<file path="config.mk">
export PLATFORM = sky130hd
export DESIGN_NAME = jsfp_frame_packer
export DESIGN_NICKNAME = d
export VERILOG_FILES = /design/src/jsfp_pkg.sv /design/src/jsfp_cfg_if.sv /design/src/jsfp_axis_enc.sv /design/src/jsfp_wb_regs.sv /design/src/jsfp_frame_packer.sv
export SDC_FILE = /design/constraint.sdc
export NUM_CORES = 1
export LEC_CHECK = 0
export BUFFER_PORTS_ARGS = -buffer_cell sky130_fd_sc_hd__buf_2
export CAP_MARGIN = 20
export CORE_AREA = 10 10 150 152
export CTS_CLUSTER_SIZE = 28
export DETAILED_ROUTE_END_ITERATION = 10
export DIE_AREA = 0 0 160 162
export PLACE_DENSITY = 0.75
export SYNTH_ARGS = -nofsm -noshare
export SYNTH_HDL_FRONTEND = slang
export SYNTH_SLANG_ARGS = --single-unit
</file>
<file path="constraint.sdc">
create_clock -name sys_clk_i -period 2.55 [get_ports sys_clk_i]
set_clock_uncertainty 0.05 [all_clocks]
set_input_delay 0.1275 -clock sys_clk_i [delete_from_list [all_inputs] [get_ports sys_clk_i]]
set_output_delay 0.1275 -clock sys_clk_i [all_outputs]
set_load 0.005 [all_outputs]
</file>
<file path="src/jsfp_pkg.sv">
// Constants, field layout and types for the joystick status frame packer.
// Assumes a single 200 MHz system clock and a classic Wishbone register bus.
package jsfp_pkg;
	// Timing
	localparam int unsigned CLK_FREQ_HZ = 200_000_000;
	localparam int unsigned FRAME_PERIOD_MS = 20;
	localparam int unsigned FRAME_PERIOD_CYCLES = CLK_FREQ_HZ / 1000 * FRAME_PERIOD_MS;
	localparam int TIMER_W = 23;

	// Widths
	localparam int AXIS_IN_W = 11;
	localparam int POS_W = 10;
	localparam int BTN_N = 12;
	localparam int SA_W = 8;
	localparam int CNT_W = 16;

	// Message identity
	localparam logic [2:0] MSG_PRIORITY = 3'h3;
	localparam logic [17:0] MSG_PGN = 18'h0FDD6;
	localparam logic [3:0] MSG_DLC = 4'h8;

	// Two-bit status codes
	localparam logic [1:0] CODE_OFF = 2'h0;
	localparam logic [1:0] CODE_ON = 2'h1;
	localparam logic [1:0] CODE_ERR = 2'h2;
	localparam logic [1:0] CODE_NA = 2'h3;

	// Position codes
	localparam logic [POS_W-1:0] POS_FULL_SCALE = 10'h3E8;
	localparam logic [POS_W-1:0] POS_FAULT = 10'h3FE;
	localparam logic [POS_W-1:0] POS_ABSENT = 10'h3FF;
	localparam logic [3:0] BYTE4_FILL = 4'hF;

	// Field offsets in the 64-bit data field, byte n at [8n+7:8n]
	localparam int X_NEUT_LSB = 0;
	localparam int X_NEG_LSB = 2;
	localparam int X_PSIDE_LSB = 4;
	localparam int X_POS_LSB = 6;
	localparam int Y_NEUT_LSB = 16;
	localparam int Y_NEG_LSB = 18;
	localparam int Y_PSIDE_LSB = 20;
	localparam int Y_POS_LSB = 22;
	localparam int FILL_LSB = 32;
	localparam int Y_DET_LSB = 36;
	localparam int X_DET_LSB = 38;
	localparam int BTN_BYTE_LSB = 40;

	// Register map and reset values
	localparam int ADR_W = 8;
	localparam logic [ADR_W-1:0] REG_CTRL = 8'h00;
	localparam logic [ADR_W-1:0] REG_SRC_ADDR = 8'h04;
	localparam logic [ADR_W-1:0] REG_BTN_FIT = 8'h08;
	localparam logic [ADR_W-1:0] REG_STATUS = 8'h0C;
	localparam int CTRL_EN_BIT = 0;
	localparam int CTRL_XP_BIT = 1;
	localparam int CTRL_YP_BIT = 2;
	localparam logic [2:0] CTRL_RST = 3'h6;
	localparam logic [SA_W-1:0] SRC_ADDR_RST = 8'h00;
	localparam logic [BTN_N-1:0] BTN_FIT_RST = 12'hFFF;

	typedef enum logic [1:0] {S_IDLE, S_PACK, S_SEND} jsfp_state_t;
endpackage

</file>
<file path="src/jsfp_cfg_if.sv">
// Configuration and status carried between the register slave and the packer core.
// Assumes both ends sit in the same clock domain.
`timescale 1ns/1ps
interface jsfp_cfg_if;
	import jsfp_pkg::*;
	logic enable;
	logic x_present;
	logic y_present;
	logic [SA_W-1:0] src_addr;
	logic [BTN_N-1:0] btn_fitted;
	logic busy;
	logic [CNT_W-1:0] frame_count;
	modport regs (output enable, x_present, y_present, src_addr, btn_fitted, input busy, frame_count);
	modport core (input enable, x_present, y_present, src_addr, btn_fitted, output busy, frame_count);
endinterface

</file>
<file path="src/jsfp_axis_enc.sv">
// Encodes one axis snapshot into its position and three side status fields.
// Assumes a signed travel input, negative meaning back, left, counterclockwise or down.
`timescale 1ns/1ps
module jsfp_axis_enc (
	input logic signed [jsfp_pkg::AXIS_IN_W-1:0] travel_i,
	input logic fault_i,
	input logic present_i,
	output logic [jsfp_pkg::POS_W-1:0] pos_o,
	output logic [1:0] neut_o,
	output logic [1:0] neg_o,
	output logic [1:0] pside_o
);
	import jsfp_pkg::*;

	logic is_neg;
	logic [AXIS_IN_W-1:0] mag;
	logic [AXIS_IN_W-1:0] full_scale;
	logic [POS_W-1:0] clamped;
	logic moved;

	assign is_neg = travel_i[AXIS_IN_W-1];
	assign mag = is_neg ? AXIS_IN_W'(-travel_i) : AXIS_IN_W'(travel_i);
	assign moved = (mag != '0);
	assign full_scale = {1'b0, POS_FULL_SCALE};
	assign clamped = (mag > full_scale) ? POS_FULL_SCALE : mag[POS_W-1:0];
	assign pos_o = !present_i ? POS_ABSENT : (fault_i ? POS_FAULT : clamped);
	assign neut_o = !present_i ? CODE_NA : (fault_i ? CODE_ERR : (moved ? CODE_OFF : CODE_ON));
	assign neg_o = !present_i ? CODE_NA : (fault_i ? CODE_ERR : ((moved && is_neg) ? CODE_ON : CODE_OFF));
	assign pside_o = !present_i ? CODE_NA : (fault_i ? CODE_ERR : ((moved && !is_neg) ? CODE_ON : CODE_OFF));
endmodule

</file>
<file path="src/jsfp_wb_regs.sv">
// Classic Wishbone slave holding the packer's control and status registers.
// Assumes a single-cycle master that holds its request until ack.
`timescale 1ns/1ps
module jsfp_wb_regs (
	input logic sys_clk_i,
	input logic srst_i,
	input logic wb_cyc_i,
	input logic wb_stb_i,
	input logic wb_we_i,
	input logic [jsfp_pkg::ADR_W-1:0] wb_adr_i,
	input logic [3:0] wb_sel_i,
	input logic [31:0] wb_dat_i,
	output logic [31:0] wb_dat_o,
	output logic wb_ack_o,
	jsfp_cfg_if.regs cfg
);
	import jsfp_pkg::*;

	logic [2:0] ctrl;
	logic [SA_W-1:0] src_addr;
	logic [BTN_N-1:0] btn_fitted;
	logic req;
	logic wr;
	logic hit_ctrl;
	logic hit_src;
	logic hit_btn;
	logic hit_stat;
	logic [31:0] next_rdata;

	// One access per request; ack drops the cycle after it rises
	assign req = wb_cyc_i && wb_stb_i && !wb_ack_o;
	// Write lands at the edge where the master sees ack, not before
	assign wr = wb_cyc_i && wb_stb_i && wb_we_i && wb_ack_o;
	assign hit_ctrl = (wb_adr_i == REG_CTRL);
	assign hit_src = (wb_adr_i == REG_SRC_ADDR);
	assign hit_btn = (wb_adr_i == REG_BTN_FIT);
	assign hit_stat = (wb_adr_i == REG_STATUS);
	// Unmapped addresses read zero and ignore writes
	assign next_rdata = hit_ctrl ? {29'h0, ctrl} :
		hit_src ? {24'h0, src_addr} :
		hit_btn ? {20'h0, btn_fitted} :
		hit_stat ? {cfg.frame_count, 15'h0, cfg.busy} : 32'h0;

	always_ff @(posedge sys_clk_i) begin
		if (srst_i) begin
			wb_ack_o <= 1'b0;
			wb_dat_o <= 32'h0;
		end else begin
			wb_ack_o <= req;
			wb_dat_o <= req ? next_rdata : 32'h0;
		end
	end

	always_ff @(posedge sys_clk_i) begin
		if (srst_i) begin
			ctrl <= CTRL_RST;
			src_addr <= SRC_ADDR_RST;
			btn_fitted <= BTN_FIT_RST;
		end else begin
			if (wr && hit_ctrl && wb_sel_i[0])
				ctrl <= wb_dat_i[2:0];
			if (wr && hit_src && wb_sel_i[0])
				src_addr <= wb_dat_i[7:0];
			if (wr && hit_btn && wb_sel_i[0])
				btn_fitted[7:0] <= wb_dat_i[7:0];
			if (wr && hit_btn && wb_sel_i[1])
				btn_fitted[11:8] <= wb_dat_i[11:8];
		end
	end

	assign cfg.enable = ctrl[CTRL_EN_BIT];
	assign cfg.x_present = ctrl[CTRL_XP_BIT];
	assign cfg.y_present = ctrl[CTRL_YP_BIT];
	assign cfg.src_addr = src_addr;
	assign cfg.btn_fitted = btn_fitted;
endmodule

</file>
<file path="src/jsfp_frame_packer.sv">
// Joystick status frame packer: snapshots axis and button inputs every period
// and offers one 8-byte basic joystick data field with its identifier.
// Assumes a CAN controller that takes a frame on valid and ready both high.
//
// What this block does
// - X neutral, negative and positive status at byte 0 bits 1, 3, 5.
// - X position, 10 bits, LSB at byte 0 bit 7, MSB byte 1 bit 8.
// - Y neutral, back and forward status at byte 2 bits 1, 3, 5.
// - Y position, 10 bits, LSB at byte 2 bit 7, MSB byte 3 bit 8.
// - Y detent at byte 4 bit 5, X detent at byte 4 bit 7.
// - Buttons 4, 3, 2, 1 at byte 5 bits 1, 3, 5, 7.
// - Buttons 8, 7, 6, 5 at byte 6 bits 1, 3, 5, 7.
// - Buttons 12, 11, 10, 9 at byte 7 bits 1, 3, 5, 7.
// - Neutral status: 00 out, 01 in, 10 error, 11 unavailable.
// - Negative side status: 00 not, 01 on, 10 error, 11 unavailable.
// - Positive side status: 00 not, 01 on, 10 error, 11 unavailable.
// - Position is travel magnitude from neutral; zero means neutral.
// - End of linear zone reads 1000 counts.
// - Position measurement fault forces 1022 counts.
// - Axis not provided reads 1023 counts.
// - Back, left, ccw, down is negative; forward, right, cw, up positive.
// - Message sent every 20 ms.
// - Priority 3, group FDD6, fixed source address; identifier 0xCFDD6 plus address.
// - Data field always exactly eight bytes.
//
// Decided for this implementation: the Wishbone interface to the registers and the register offsets.
`timescale 1ns/1ps
module jsfp_frame_packer #(
	parameter int unsigned PERIOD_CYCLES = jsfp_pkg::FRAME_PERIOD_CYCLES
) (
	input logic sys_clk_i,
	input logic srst_i,
	input logic wb_cyc_i,
	input logic wb_stb_i,
	input logic wb_we_i,
	input logic [jsfp_pkg::ADR_W-1:0] wb_adr_i,
	input logic [3:0] wb_sel_i,
	input logic [31:0] wb_dat_i,
	output logic [31:0] wb_dat_o,
	output logic wb_ack_o,
	input logic signed [jsfp_pkg::AXIS_IN_W-1:0] x_travel_i,
	input logic x_fault_i,
	input logic [1:0] x_detent_i,
	input logic signed [jsfp_pkg::AXIS_IN_W-1:0] y_travel_i,
	input logic y_fault_i,
	input logic [1:0] y_detent_i,
	input logic [jsfp_pkg::BTN_N-1:0] btn_pressed_i,
	input logic [jsfp_pkg::BTN_N-1:0] btn_fault_i,
	output logic frame_valid_o,
	input logic frame_ready_i,
	output logic [28:0] frame_id_o,
	output logic [3:0] frame_dlc_o,
	output logic [63:0] frame_data_o
);
	import jsfp_pkg::*;

	jsfp_cfg_if cfg ();
	jsfp_state_t state;
	logic [TIMER_W-1:0] timer;
	logic tick;
	logic [CNT_W-1:0] frame_count;

	// Snapshot
	logic signed [AXIS_IN_W-1:0] snap_x_travel;
	logic signed [AXIS_IN_W-1:0] snap_y_travel;
	logic snap_x_fault;
	logic snap_y_fault;
	logic snap_x_present;
	logic snap_y_present;
	logic [1:0] snap_x_det;
	logic [1:0] snap_y_det;
	logic [BTN_N-1:0] snap_pressed;
	logic [BTN_N-1:0] snap_bfault;
	logic [BTN_N-1:0] snap_fitted;
	logic [SA_W-1:0] snap_src;

	// Encoded fields
	logic [POS_W-1:0] x_pos;
	logic [POS_W-1:0] y_pos;
	logic [1:0] x_neut;
	logic [1:0] x_neg;
	logic [1:0] x_pside;
	logic [1:0] y_neut;
	logic [1:0] y_neg;
	logic [1:0] y_pside;
	logic [1:0] x_det;
	logic [1:0] y_det;
	logic [63:0] next_data;
	logic [28:0] next_id;
	logic take;

	jsfp_wb_regs u_regs (
		.sys_clk_i(sys_clk_i),
		.srst_i(srst_i),
		.wb_cyc_i(wb_cyc_i),
		.wb_stb_i(wb_stb_i),
		.wb_we_i(wb_we_i),
		.wb_adr_i(wb_adr_i),
		.wb_sel_i(wb_sel_i),
		.wb_dat_i(wb_dat_i),
		.wb_dat_o(wb_dat_o),
		.wb_ack_o(wb_ack_o),
		.cfg(cfg.regs)
	);

	jsfp_axis_enc u_x_enc (
		.travel_i(snap_x_travel),
		.fault_i(snap_x_fault),
		.present_i(snap_x_present),
		.pos_o(x_pos),
		.neut_o(x_neut),
		.neg_o(x_neg),
		.pside_o(x_pside)
	);

	jsfp_axis_enc u_y_enc (
		.travel_i(snap_y_travel),
		.fault_i(snap_y_fault),
		.present_i(snap_y_present),
		.pos_o(y_pos),
		.neut_o(y_neut),
		.neg_o(y_neg),
		.pside_o(y_pside)
	);

	assign tick = cfg.enable && (timer == TIMER_W'(PERIOD_CYCLES - 1));

	always_ff @(posedge sys_clk_i) begin
		if (srst_i || !cfg.enable || tick)
			timer <= '0;
		else
			timer <= timer + 1'b1;
	end

	always_ff @(posedge sys_clk_i) begin
		if (srst_i) begin
			snap_x_travel <= '0;
			snap_y_travel <= '0;
			snap_x_fault <= 1'b0;
			snap_y_fault <= 1'b0;
			snap_x_present <= 1'b0;
			snap_y_present <= 1'b0;
			snap_x_det <= CODE_NA;
			snap_y_det <= CODE_NA;
			snap_pressed <= '0;
			snap_bfault <= '0;
			snap_fitted <= '0;
			snap_src <= '0;
		end else if (state == S_IDLE && tick) begin
			snap_x_travel <= x_travel_i;
			snap_y_travel <= y_travel_i;
			snap_x_fault <= x_fault_i;
			snap_y_fault <= y_fault_i;
			snap_x_present <= cfg.x_present;
			snap_y_present <= cfg.y_present;
			snap_x_det <= x_detent_i;
			snap_y_det <= y_detent_i;
			snap_pressed <= btn_pressed_i;
			snap_bfault <= btn_fault_i;
			snap_fitted <= cfg.btn_fitted;
			snap_src <= cfg.src_addr;
		end
	end

	// Detent status of an absent axis is unavailable
	assign x_det = snap_x_present ? snap_x_det : CODE_NA;
	assign y_det = snap_y_present ? snap_y_det : CODE_NA;

	assign next_data[X_NEUT_LSB +: 2] = x_neut;
	assign next_data[X_NEG_LSB +: 2] = x_neg;
	assign next_data[X_PSIDE_LSB +: 2] = x_pside;
	assign next_data[X_POS_LSB +: POS_W] = x_pos;
	assign next_data[Y_NEUT_LSB +: 2] = y_neut;
	assign next_data[Y_NEG_LSB +: 2] = y_neg;
	assign next_data[Y_PSIDE_LSB +: 2] = y_pside;
	assign next_data[Y_POS_LSB +: POS_W] = y_pos;
	// unused low nibble of byte 4
	assign next_data[FILL_LSB +: 4] = BYTE4_FILL;
	assign next_data[Y_DET_LSB +: 2] = y_det;
	assign next_data[X_DET_LSB +: 2] = x_det;

	// buttons, highest number of each group in bit 1
	for (genvar i = 0; i < BTN_N; i++) begin : g_btn
		assign next_data[BTN_BYTE_LSB + 8 * (i / 4) + 6 - 2 * (i % 4) +: 2] =
			!snap_fitted[i] ? CODE_NA : (snap_bfault[i] ? CODE_ERR : (snap_pressed[i] ? CODE_ON : CODE_OFF));
	end

	// identifier from priority, group and fixed source address
	assign next_id = {MSG_PRIORITY, MSG_PGN, snap_src};
	assign take = frame_valid_o && frame_ready_i;

	always_ff @(posedge sys_clk_i) begin
		if (srst_i) begin
			state <= S_IDLE;
		end else begin
			case (state)
				S_IDLE: begin
					if (tick)
						state <= S_PACK;
				end
				S_PACK: state <= S_SEND;
				S_SEND: begin
					if (frame_ready_i)
						state <= S_IDLE;
				end
				default: state <= S_IDLE;
			endcase
		end
	end

	// Frame held stable until the controller takes it; a tick during a stall is dropped
	always_ff @(posedge sys_clk_i) begin
		if (srst_i) begin
			frame_valid_o <= 1'b0;
			frame_id_o <= '0;
			frame_dlc_o <= '0;
			frame_data_o <= '0;
		end else if (state == S_PACK) begin
			frame_valid_o <= 1'b1;
			frame_id_o <= next_id;
			frame_dlc_o <= MSG_DLC;
			frame_data_o <= next_data;
		end else if (take) begin
			frame_valid_o <= 1'b0;
		end
	end

	always_ff @(posedge sys_clk_i) begin
		if (srst_i)
			frame_count <= '0;
		else if (take)
			frame_count <= frame_count + 1'b1;
	end

	assign cfg.busy = (state != S_IDLE);
	assign cfg.frame_count = frame_count;

	// Checks
	logic [31:0] gap;
	logic run_ok;

	always_ff @(posedge sys_clk_i) begin
		if (srst_i || tick)
			gap <= '0;
		else
			gap <= gap + 1'b1;
	end

	always_ff @(posedge sys_clk_i) begin
		if (srst_i || !cfg.enable)
			run_ok <= 1'b0;
		else if (tick)
			run_ok <= 1'b1;
	end
endmodule

</file>
## After elaboration in Yosys (flattened, before gate mapping)

Cells that the tools add are included.
W data, S select, Z words.

| storage, ports and cells | value |
|---|---|
| register bits | 246 |

| operators by class | value |
|---|---|
| $add $sub $neg | 4 |
| $lt $le $gt $ge | 2 |
| equal/unequal tests | 8 |
| mux-type cells | 73 |
| bitwise gates (word level) | 2 |
| reduce and logical (&&, ||, !) cells | 36 |

Operators by type and width:

| operator | count |
|---|---|
| $mux W2 | 40 |
| $mux W10 | 6 |
| $add A23 B1 Y23 const B | 1 |
| $eq A23 B22 Y1 const B | 1 |
| $gt A11 B10 Y1 const B | 2 |
| $mux W11 | 2 |
| $neg A11 Y11 | 2 |
| $reduce_bool A11 Y1 | 2 |
| $mux W1 | 21 |
| $logic_and A1 B1 Y1 | 18 |
| $add A16 B1 Y16 const B | 1 |
| $eq A8 B4 Y1 const B | 2 |
| $mux W12 | 1 |
| $eq A8 B3 Y1 const B | 1 |
| $logic_not A8 Y1 | 1 |
| $mux W8 | 1 |
| $pmux W2 S3 | 1 |
| $reduce_or A6 Y1 | 1 |
| $reduce_or A5 Y1 | 1 |
| $logic_not A1 Y1 | 4 |
| $ne A2 B2 Y1 const B | 2 |
| $reduce_bool A2 Y1 | 2 |
| $reduce_or A4 Y1 | 1 |
| $mux W3 | 1 |
| 8 further kinds | 10 |

## Logic depth before layout (Yosys ltp)

Gate-level depths: netlist of run 1.

| logic depth | value |
|---|---|
| depth in word-level cells | 7 |
| depth in mapped cells | 9 |

## By module

From an unflattened synthesis of run 1, not the netlist that was laid out.

| second synthesis, totals | value |
|---|---|
| cell total of the unflattened synthesis | 1253 |
| area, all modules | 10766.6 sq um |

Modules (own cells, without submodules):

| module | instances | cells each | area each (sq um) | sequential area each (sq um) |
|---|---|---|---|---|
| jsfp_frame_packer | 1 | 897 | 7516.0 | 3703.6 |
| jsfp_wb_regs | 1 | 192 | 1991.9 | 1041.0 |
| jsfp_axis_enc | 2 | 82 | 629.4 | 0.0 |

## Worst setup path after synthesis of run 1

OpenSTA, ideal clock, no wires.

| timing path | value |
|---|---|
| kind | register to register |
| start | register snap_x_travel[0] |
| end | register frame_data_o[8] |
| setup time | 0.101 ns |
| arrival time | 2.173 ns |
| slack | 0.226 ns |
| cell stages (with the launch flop) | 9 |
| path buffers | 0 |
| clock period less this slack | 2.324 ns |
| path through | dfxtp_1 > inv_1 > ha_1 > or4b_2 > nor2_1 > xor2_1 > o22ai_1 > and3_1 > o41ai_1 |

| between the ends | value |
|---|---|
| cells in the longest elaborated chain, start to end | 6 |

RTL lines:

| item | line | text |
|---|---|---|
| from (decl) | jsfp_frame_packer.sv:64 | `logic signed [AXIS_IN_W-1:0] snap_x_travel;` |
| from (signal assigned) | jsfp_frame_packer.sv:150 | `snap_x_travel <= x_travel_i;` |
| $neg A11 Y11 | jsfp_axis_enc.sv:22 | `assign mag = is_neg ? AXIS_IN_W'(-travel_i) : AXIS_IN_W'(travel_i);` |
| $mux W11 (*) | jsfp_axis_enc.sv:22 |  |
| $gt A11 B10 Y1 | jsfp_axis_enc.sv:25 | `assign clamped = (mag > full_scale) ? POS_FULL_SCALE : mag[POS_W-1:0];` |
| $mux W10 (*) | jsfp_axis_enc.sv:25 |  |
| $mux W10 (*) (2 in series) | jsfp_axis_enc.sv:26 | `assign pos_o = !present_i ? POS_ABSENT : (fault_i ? POS_FAULT : clamped);` |
| to (signal assigned) | jsfp_frame_packer.sv:222 | `frame_data_o <= next_data;` |
| to (decl) | jsfp_frame_packer.sv:53 | `output logic [63:0] frame_data_o` |

Mark *: on every way between the ends. The rest lies on a longest branch, timed or not.
A chain may end at the register's enable or synchronous reset.

## Worst setup path after layout of run 1

| timing path | value |
|---|---|
| start | register snap_x_travel[1] |
| end | register frame_data_o[8] |

The elaborated chain is that of the path after synthesis.

==> flow_summary_export.csv, run 1 <==
group,metric,value,unit
run_status,status,"finished clean",
drt,first_iter_violations,412,
yosys,postSynth.asyncResetShare,0,%
yosys,synthMuxAreaShare,1.73,%
yosys,netlist_instances,1122,
clock_tree,path_clk_slew,60,ps
yosys,synthAdderAreaFrac,0.525,%
clock_tree,clock_sinks,233,
sta,fmax,408,MHz
floorplan,die_h,162,µm
critical_path,endpoint_kind,"flop",
placed_design,dpl.hpwl,17500,µm
drt,vias,8475,
finish,fin_cells,1643,
grt,grt_pass1_wl,42300,µm
critical_path,critPathSlowestCell,"or4b_2",
drt,wl_per_cell,15.7,µm
sta,slew_headroom,62.4,%
critical_path,start_kind,"flop",
yosys,synth_xor_area_share,4.86,%
floorplan,core-area,19400,µm²
finish,drive_gt1_share,20.9,%
floorplan,start_util,49.2,%
yosys,synthTopCellsByArea,"dfxtp_1, nand2_1, a21oi_1, nor2_1, xor2_1",
pwr,ir_drop,0.000491,V
drt,ant_nets,0,
yosys,yosys.area_share.simple,22.9,%
yosys,synth-seq-area-share,48.9,%
yosys,synth_cell_types,57,
critical_path,crit_type,"reg2reg",
hold_path,hp-class,"in2reg",
floorplan,fp.dieArea,25900,µm²
run,timing.max_cap.violations,0,
finish,fillers,1620,
grt,use_met2,31.2,%
finish,most-common-layout-cells,"dfxtp_1, buf_2, nand2_1",
drt,routed_via_density,5.16,
finish,layout_commonest_cell,"dfxtp_1",
critical_path,critPathMaxStageDelay,640,ps
sta,fin_crit_sh,96.0,%
finish,fin_util,63.2,%
pwr,power.density,612,nW/µm²
grt,use_met3,4.40,%
sta,layout_min_cycle_time,2450,ps
critical_path,cp_num_buf_inv,1,
critical_path,worstPathRequired,2900,ps
grt,grt_pass1_vias,8384,
critical_path,crit_chain,"inv_1, ha_1, or4b_2, nor2_1, xor2_1, o22ai_1, and3_1, o41ai_1",
yosys,synth_area_per_cell,8.50,µm²
placed_design,finalWeightedCongestion,0.857,
floorplan,die_w,160,µm
grt,antenna_found_initial,2,
yosys,synth_compound_area_share,14.4,%
yosys,ys_seq_elements,233,
clock_tree,cts_root_buf,"clkbuf_16",
clock_tree,cts_tree,"done",
sta,hold_viol,0,
floorplan,io_pins,233,
drt,wl,25800,µm
sta,drv_slew,0,
grt,grt.total_usage,19.0,%
sta,setup_viol,0,
yosys,yosys_warnings,0,
clock_tree,insertion_delay,520,ps
yosys,post-synth-top-area-cell,"dfxtp_1",
drt,dr.pass1.iters,5,
critical_path,arrival,2790,ps
grt,grt_max_degree,120,
floorplan,rows,51,
drt,drc,0,
pwr,p_leak,4.90,nW
critical_path,ff2ff_setup_slack,100,ps
placed_design,dpl.cell_count,1525,
finish,fin_area,12300,µm²
yosys,syn_area,9540,µm²
critical_path,crit_family,"simple AND/OR/NAND/NOR gates",
critical_path,worst-path-max-fanout,5,
clock_tree,clock_tree.buffer_depth,3,
yosys,synth_top_family_by_area,"simple AND/OR/NAND/NOR gates",
placed_design,port_buffers,196,
yosys,synth_top_area_share,48.9,%
yosys,yosys_most_used_dff,"dfxtp_1",
finish,synthToLayoutAreaGrowth,28.5,%
finish,nets,1465,
clock_tree,cts-htree-levels,1,
pwr,p_total,7.50,mW
grt,met1_usage,24.1,%
grt,grt-ovfl-total,0,
sta,tightest_slew,562,ps
grt,busiest_layer,"met2",
clock_tree,numCtsBuffers,25,
placed_design,placed_cell_area,10700,µm²
yosys,synth_edf_count,0,
logic make-up (layout without fill, tap and decap cells):
kind of cell | count (synthesis) | count (layout)
AND/OR/NAND/NOR | 474 | 474
flip-flops | 233 | 233
AO/OA/AOI/OAI | 211 | 211
buffers and inverters | 130 | 371
XOR/XNOR | 53 | 53
multiplexers | 16 | 16
adder cells (fa/ha/maj) | 4 | 4
other | 1 | 16
worst reg2reg max path: cells and delay by family (launching register included):
kind / cells / cell delay [ps]
XOR/XNOR: 1 / 180
flip-flops: 1 / 310
AO/OA/AOI/OAI: 2 / 440
adder cells (fa/ha/maj): 1 / 150
AND/OR/NAND/NOR: 3 / 1130
buffers and inverters: 1 / 70
final timing paths:
path | startpoint | endpoint | cells after the start
worst min-delay path | wb_adr_i[0] | u_regs.wb_dat_o[1]$_SDFF_PP0_ | 4
worst max-delay path | snap_x_travel[1]$_SDFFE_PP0P_ | frame_data_o[8]$_SDFFE_PP0P_ | 8
worst max register to register | snap_x_travel[1]$_SDFFE_PP0P_ | frame_data_o[8]$_SDFFE_PP0P_ | 8
worst min register to register | snap_src[1]$_SDFFE_PP0P_ | frame_id_o[1]$_SDFFE_PP0P_ | 2
per-layer routing:
metal	vias up	wire (µm)
met2	297	12000
li1	4238	-
met5	-	0
met4	0	546
met3	42	2080
met1	3898	11200
flip-flops by register name, indices dropped and copies added, names as in the netlist, 3 cells and up:
name,cells
u_regs.cfg.btn_fitted,12
frame_id_o,8
snap_bfault,12
cfg.frame_count,16
u_regs.cfg.src_addr,8
snap_x_travel,11
timer,23
snap_y_travel,11
u_regs.ctrl,3
u_regs.wb_dat_o,28
frame_data_o,57
snap_fitted,12
snap_src,8
snap_pressed,12
report_power, final:
group          leakage [nW]  switching, mW  internal (mW)
Combinational          2.62          0.108          0.128
Clock                 0.412           1.42           2.20
Sequential             1.88       0.000648           3.64
Total                  4.90           1.53           5.97
Yosys cell counts, drive strengths merged (5+ instances only):
library cell	n
o31ai	5
and3	5
nand2b	10
a22o	5
nand3	25
and2	24
o22ai	5
a211o	18
o21ai	12
nand4	10
a311oi	15
nor4	7
inv	25
nor2	133
nand2	192
or3	6
clkbuf	56
nor3	14
xnor2	14
mux2i	12
nor2b	18
and4	5
xor2	39
dfxtp	233
buf	49
a211oi	31
a21oi	101
per-stage QoR:
stage / hold WS [ps] / worst slack, ps / TNS (ps)
global placement: 282 / 140 / 0
finish: 39.3 / 102 / 0
CTS: 5.13 / 38.3 / 0
floorplan: 168 / 226 / 0
detailed placement: 284 / 58.4 / 0
global route: 45.2 / -2.53 / -2.53
area by class of cell:
cell class | instances | area [µm²] | area share [%]
repair buffers | 302 | 2020 | 16.5
diodes | 2 | 5.00 | 0.0408
flip-flops and latches | 233 | 4660 | 38.0
clock inverters | 8 | 96.3 | 0.786
inverters | 25 | 93.8 | 0.765
clock buffers | 36 | 737 | 6.01
multi-input cells | 772 | 4310 | 35.1
well taps | 265 | 332 | 2.70
timing repair:
action / in CTS / in global routing
endpoints found under the hold margin: 101 / 0
endpoints found under the setup margin: 0 / 11
setup buffers: 0 / 1
resized for setup: 0 / 3
hold buffers: 71 / 0
Power figures use the tool's default switching activity.
==> inputs of run 2 (changes only) <==
--- a/config.mk
+++ b/config.mk
@@ -11,6 +11,7 @@
 export CTS_CLUSTER_SIZE = 28
 export DETAILED_ROUTE_END_ITERATION = 10
 export DIE_AREA = 0 0 160 162
+export MAX_ROUTING_LAYER = met4
 export PLACE_DENSITY = 0.75
 export SYNTH_ARGS = -nofsm -noshare
 export SYNTH_HDL_FRONTEND = slang
==> flow_summary_export.csv, run 2 (synthesis results as in run 1) <==
group,metric,value,unit
run_status,status,"finished clean",
sta,layout_min_cycle_time,2440,ps
drt,dr.pass1.iters,7,
floorplan,die_w,160,µm
grt,grt.total_usage,20.1,%
sta,tns,0,ps
floorplan,start_util,49.2,%
critical_path,start_kind,"flop",
critical_path,regToRegStartpoint,"snap_y_travel[1]$_SDFFE_PP0P_",
critical_path,cp_num_buf_inv,1,
sta,fin_crit_sh,95.7,%
critical_path,worstPathRequired,2920,ps
floorplan,core-area,19400,µm²
finish,fin_area,12300,µm²
floorplan,fp.dieArea,25900,µm²
finish,fillers,1633,
grt,grt_pass1_wl,43500,µm
finish,nets,1472,
grt,grt_pass1_vias,8491,
placed_design,dpl.hpwl,17700,µm
critical_path,critPathMaxStageDelay,510,ps
critical_path,startpoint,"snap_y_travel[1]$_SDFFE_PP0P_",
finish,largestRegisters,"frame_data_o x57, u_regs.wb_dat_o x28, timer x23",
drt,ant_nets,0,
floorplan,io_pins,233,
drt,vias,8615,
drt,routed_via_density,5.23,
hold_path,hp-class,"in2reg",
sta,drv_slew,0,
critical_path,arrival,2810,ps
placed_design,port_buffers,196,
finish,multi_input_area,4330,µm²
critical_path,crit_chain,"inv_1, ha_2, or4b_4, o41ai_2, xor2_1, a2111o_1, a311oi_2",
drt,drc,0,
critical_path,crit_family,"compound AO/OA/AOI/OAI gates",
drt,first_iter_violations,420,
clock_tree,path_clk_slew,60,ps
clock_tree,clock_sinks,233,
critical_path,crit_type,"reg2reg",
pwr,p_leak,4.92,nW
critical_path,worst-path-max-fanout,6,
finish,most-common-layout-cells,"dfxtp_1, buf_2, nand2_1",
clock_tree,cts-htree-levels,1,
finish,synthToLayoutAreaGrowth,29.0,%
finish,largest_register_ffs,57,
finish,regArea,4660,µm²
grt,grt_max_degree,103,
pwr,ir_drop,0.000439,V
sta,grt_setup_unrepaired,"no",
pwr,power.density,596,nW/µm²
sta,slew_headroom,63.0,%
grt,antenna_found_initial,1,
hold_path,hold_start,"wb_adr_i[1]",
sta,tightest_slew,555,ps
drt,wl,26900,µm
floorplan,rows,51,
run,timing.max_cap.violations,0,
placed_design,placed_cell_area,10700,µm²
sta,fmax,410,MHz
placed_design,dpl.cell_count,1527,
clock_tree,clock_tree.buffer_depth,3,
clock_tree,cts_root_buf,"clkbuf_16",
finish,drive_gt1_share,21.4,%
finish,layout_commonest_cell,"dfxtp_1",
critical_path,endpoint_kind,"flop",
hold_path,hold_depth,4,
critical_path,critPathSlowestCell,"or4b_4",
grt,grt-ovfl-total,0,
critical_path,worst-path-stages,7,
critical_path,rr_worst_depth,7,
pwr,p_total,7.34,mW
sta,hold_viol,0,
clock_tree,insertion_delay,510,ps
finish,largest_register,"frame_data_o",
placed_design,finalWeightedCongestion,0.909,
drt,wl_per_cell,16.3,µm
clock_tree,cts_tree,"done",
clock_tree,numCtsBuffers,24,
sta,setup_viol,0,
finish,fin_cells,1647,
floorplan,die_h,162,µm
## run 2: through the flow
stage	hold slack (ps)	worst slack, ps	util [%]
after global routing	41.0	7.67	63.5
final	44.5	108	63.5
after detailed placement	283	53.3	55.2
after CTS	6.66	30.3	62.9
after global placement	281	129	55.2
after floorplan	168	226	-
## run 2: tightest hold or removal path, delay by kind of cell
family	cells	cell delay, ps
buffers and inverters	1	80
AND/OR/NAND/NOR	3	350
## run 2: power by group
group	total (mW)	internal [mW]	switching, mW
Sequential	3.64	3.64	0.000842
Combinational	0.241	0.129	0.112
Clock	3.46	2.06	1.40
## run 2: final timing paths
check	endpoint	slack (ps)
worst min register to register	snap_bfault[3]$_SDFFE_PP0P_	400
worst max-delay path	frame_data_o[25]$_SDFFE_PP0P_	110
worst max register to register	frame_data_o[25]$_SDFFE_PP0P_	110
worst min-delay path	u_regs.wb_dat_o[1]$_SDFF_PP0_	40
## run 2: metal layers
metal,vias up,wire length [µm],GRT usage (%)
met2,264,12600,32.6
met5,-,0,-
met1,4034,11900,25.0
met4,0,688,5.97
met3,58,1680,4.25
li1,4259,-,-
## run 2: what timing repair did
item	in CTS	in global routing
hold endpoints to repair	96	0
gates resized for setup	0	7
hold buffers	71	0
setup buffers	0	6
endpoints found under the setup margin	0	21
## run 2: final cells by class
class | instances | share of cell area (%)
Antenna cell | 1 | 0.0203
Sequential cell | 233 | 37.9
Timing Repair Buffer | 310 | 17.1
Inverter | 25 | 0.762
Tap cell | 265 | 2.69
Multi-Input combinational cell | 772 | 35.2
Clock buffer | 35 | 5.87
Clock inverter | 6 | 0.508
==> inputs of run 3 (changes only) <==
==> constraint.sdc (replaced) <==
create_clock -name sys_clk_i -period 2.55 [get_ports sys_clk_i]
set_clock_uncertainty 0.05 [all_clocks]
set_input_delay 0.51 -clock sys_clk_i [delete_from_list [all_inputs] [get_ports sys_clk_i]]
set_output_delay 0.51 -clock sys_clk_i [all_outputs]
set_load 0.005 [all_outputs]
==> flow_summary_export.csv, run 3 (synthesis results as in run 1) <==
group,metric,value,unit
run_status,status,"finished clean",
floorplan,io_pins,233,
pwr,ir_drop,0.000523,V
finish,num_antenna_cells,0,
drt,ant_nets,0,
pwr,pwr-share-seq,47.8,%
finish,most-common-layout-cells,"dfxtp_1, buf_2, nand2_1",
finish,layout_commonest_cell,"dfxtp_1",
finish,largest_register_ffs,57,
drt,wl,24600,µm
drt,dr.pass1.iters,5,
finish,largest_register,"frame_data_o",
sta,tightest_slew,863,ps
sta,hold_viol,0,
clock_tree,clock_sinks,233,
pwr,p_leak,4.64,nW
floorplan,fp.dieArea,25900,µm²
drt,vias,8223,
grt,grt.total_usage,18.4,%
finish,largestRegisters,"frame_data_o x57, u_regs.wb_dat_o x28, timer x23",
critical_path,crit_type,"reg2reg",
sta,drv_slew,0,
sta,tns,0,ps
placed_design,dpl.hpwl,17600,µm
pwr,intPower,6.12,mW
critical_path,worstPathRequired,2920,ps
clock_tree,postCtsHoldBufs,0,
sta,fmax,411,MHz
grt,grt_max_degree,85,
pwr,combPwrFrac,1.9,%
pwr,clkPwrFrac,50.2,%
critical_path,start_kind,"flop",
critical_path,endpoint_kind,"flop",
grt,grt-ovfl-total,0,
placed_design,port_buffers,196,
floorplan,core-area,19400,µm²
drt,routed_via_density,5.23,
floorplan,die_h,162,µm
grt,antenna_found_initial,0,
clock_tree,insertion_delay,510,ps
critical_path,arrival,2800,ps
clock_tree,clock_tree.buffer_depth,3,
placed_design,finalWeightedCongestion,0.865,
pwr,swShare,19.6,%
finish,fillers,1774,
pwr,p_total,7.61,mW
grt,grt_pass1_wl,39600,µm
sta,layout_min_cycle_time,2430,ps
sta,slew_headroom,42.5,%
pwr,p_switching,1.50,mW
grt,grt_pass1_vias,7797,
finish,drive_gt1_share,22.2,%
finish,nets,1395,
drt,drc,0,
drt,first_iter_violations,536,
placed_design,place_ws,38.1,ps
sta,setup_ws,119,ps
drt,wl_per_cell,15.7,µm
floorplan,die_w,160,µm
clock_tree,path_clk_slew,60,ps
finish,fin_util,59.8,%
sta,grt_setup_unrepaired,"no",
floorplan,rows,51,
sta,fin_crit_sh,95.3,%
clock_tree,cts_root_buf,"clkbuf_16",
floorplan,start_util,49.2,%
run,timing.max_cap.violations,0,
sta,setup_viol,0,
clock_tree,numCtsBuffers,25,
finish,synthToLayoutAreaGrowth,21.6,%
clock_tree,cts-htree-levels,1,
critical_path,worst-path-max-fanout,7,
pwr,power.density,656,nW/µm²
clock_tree,cts_tree,"done",
hold_path,hp-class,"in2reg",
## run 3: critical path: stages (launching register included)
cell,delay (ps)
dfxtp_1,370
or3_4,430
or3_1,360
o41a_1,420
a2111o_1,440
a311oi_2,280
## run 3: final timing paths
kind	startpoint	endpoint	slack, ps	cells past startpoint
max	snap_y_travel[0]$_SDFFE_PP0P_	frame_data_o[25]$_SDFFE_PP0P_	120	5
min reg2reg	snap_pressed[8]$_SDFFE_PP0P_	snap_pressed[8]$_SDFFE_PP0P_	400	2
min	wb_dat_i[8]	u_regs.cfg.btn_fitted[8]$_SDFFE_PP1P_	150	2
max reg2reg	snap_y_travel[0]$_SDFFE_PP0P_	frame_data_o[25]$_SDFFE_PP0P_	120	5
## run 3: area by class of cell
type	count	area (µm²)	share of cell area (%)
Multi-Input combinational cell	772	4310	37.2
Clock inverter	11	183	1.57
Sequential cell	233	4660	40.2
Clock buffer	34	699	6.03
Timing Repair Buffer	232	1320	11.4
Tap cell	265	332	2.86
Inverter	25	93.8	0.809
## run 3: stage by stage
stage	cells	cell area [µm²]	hold WS, ps
after floorplan	1135	9590	380
after global placement	1527	10700	389
after detailed placement	1527	10700	393
after CTS	1572	11600	132
after global routing	1572	11600	141
final	1572	11600	149
## run 3: timing repair
item | in CTS | in global routing
endpoints found under the hold margin | 0 | 0
setup endpoints to repair | 0 | 13
buffers inserted | 0 | 0
resized for setup | 0 | 4
## run 3: power by group through the flow
stage | clock network [mW] | logic, mW | registers (mW)
6_report | 3.82 | 0.148 | 3.64
5_1_grt | 4.06 | 0.163 | 3.64
4_1_cts | 3.89 | 0.145 | 3.64
3_5_place_dp | 0 | 0.145 | 3.72
3_3_place_gp | 0 | 0.145 | 3.72
2_1_floorplan | 0 | 0.0754 | 3.72
## run 3: routing by layer
layer,vias up,global-route usage (%),wire length (µm)
met5,-,-,0
met4,0,5.88,683
met3,53,3.69,1610
met2,259,28.4,11200
met1,3817,23.7,11200
li1,4094,-,-
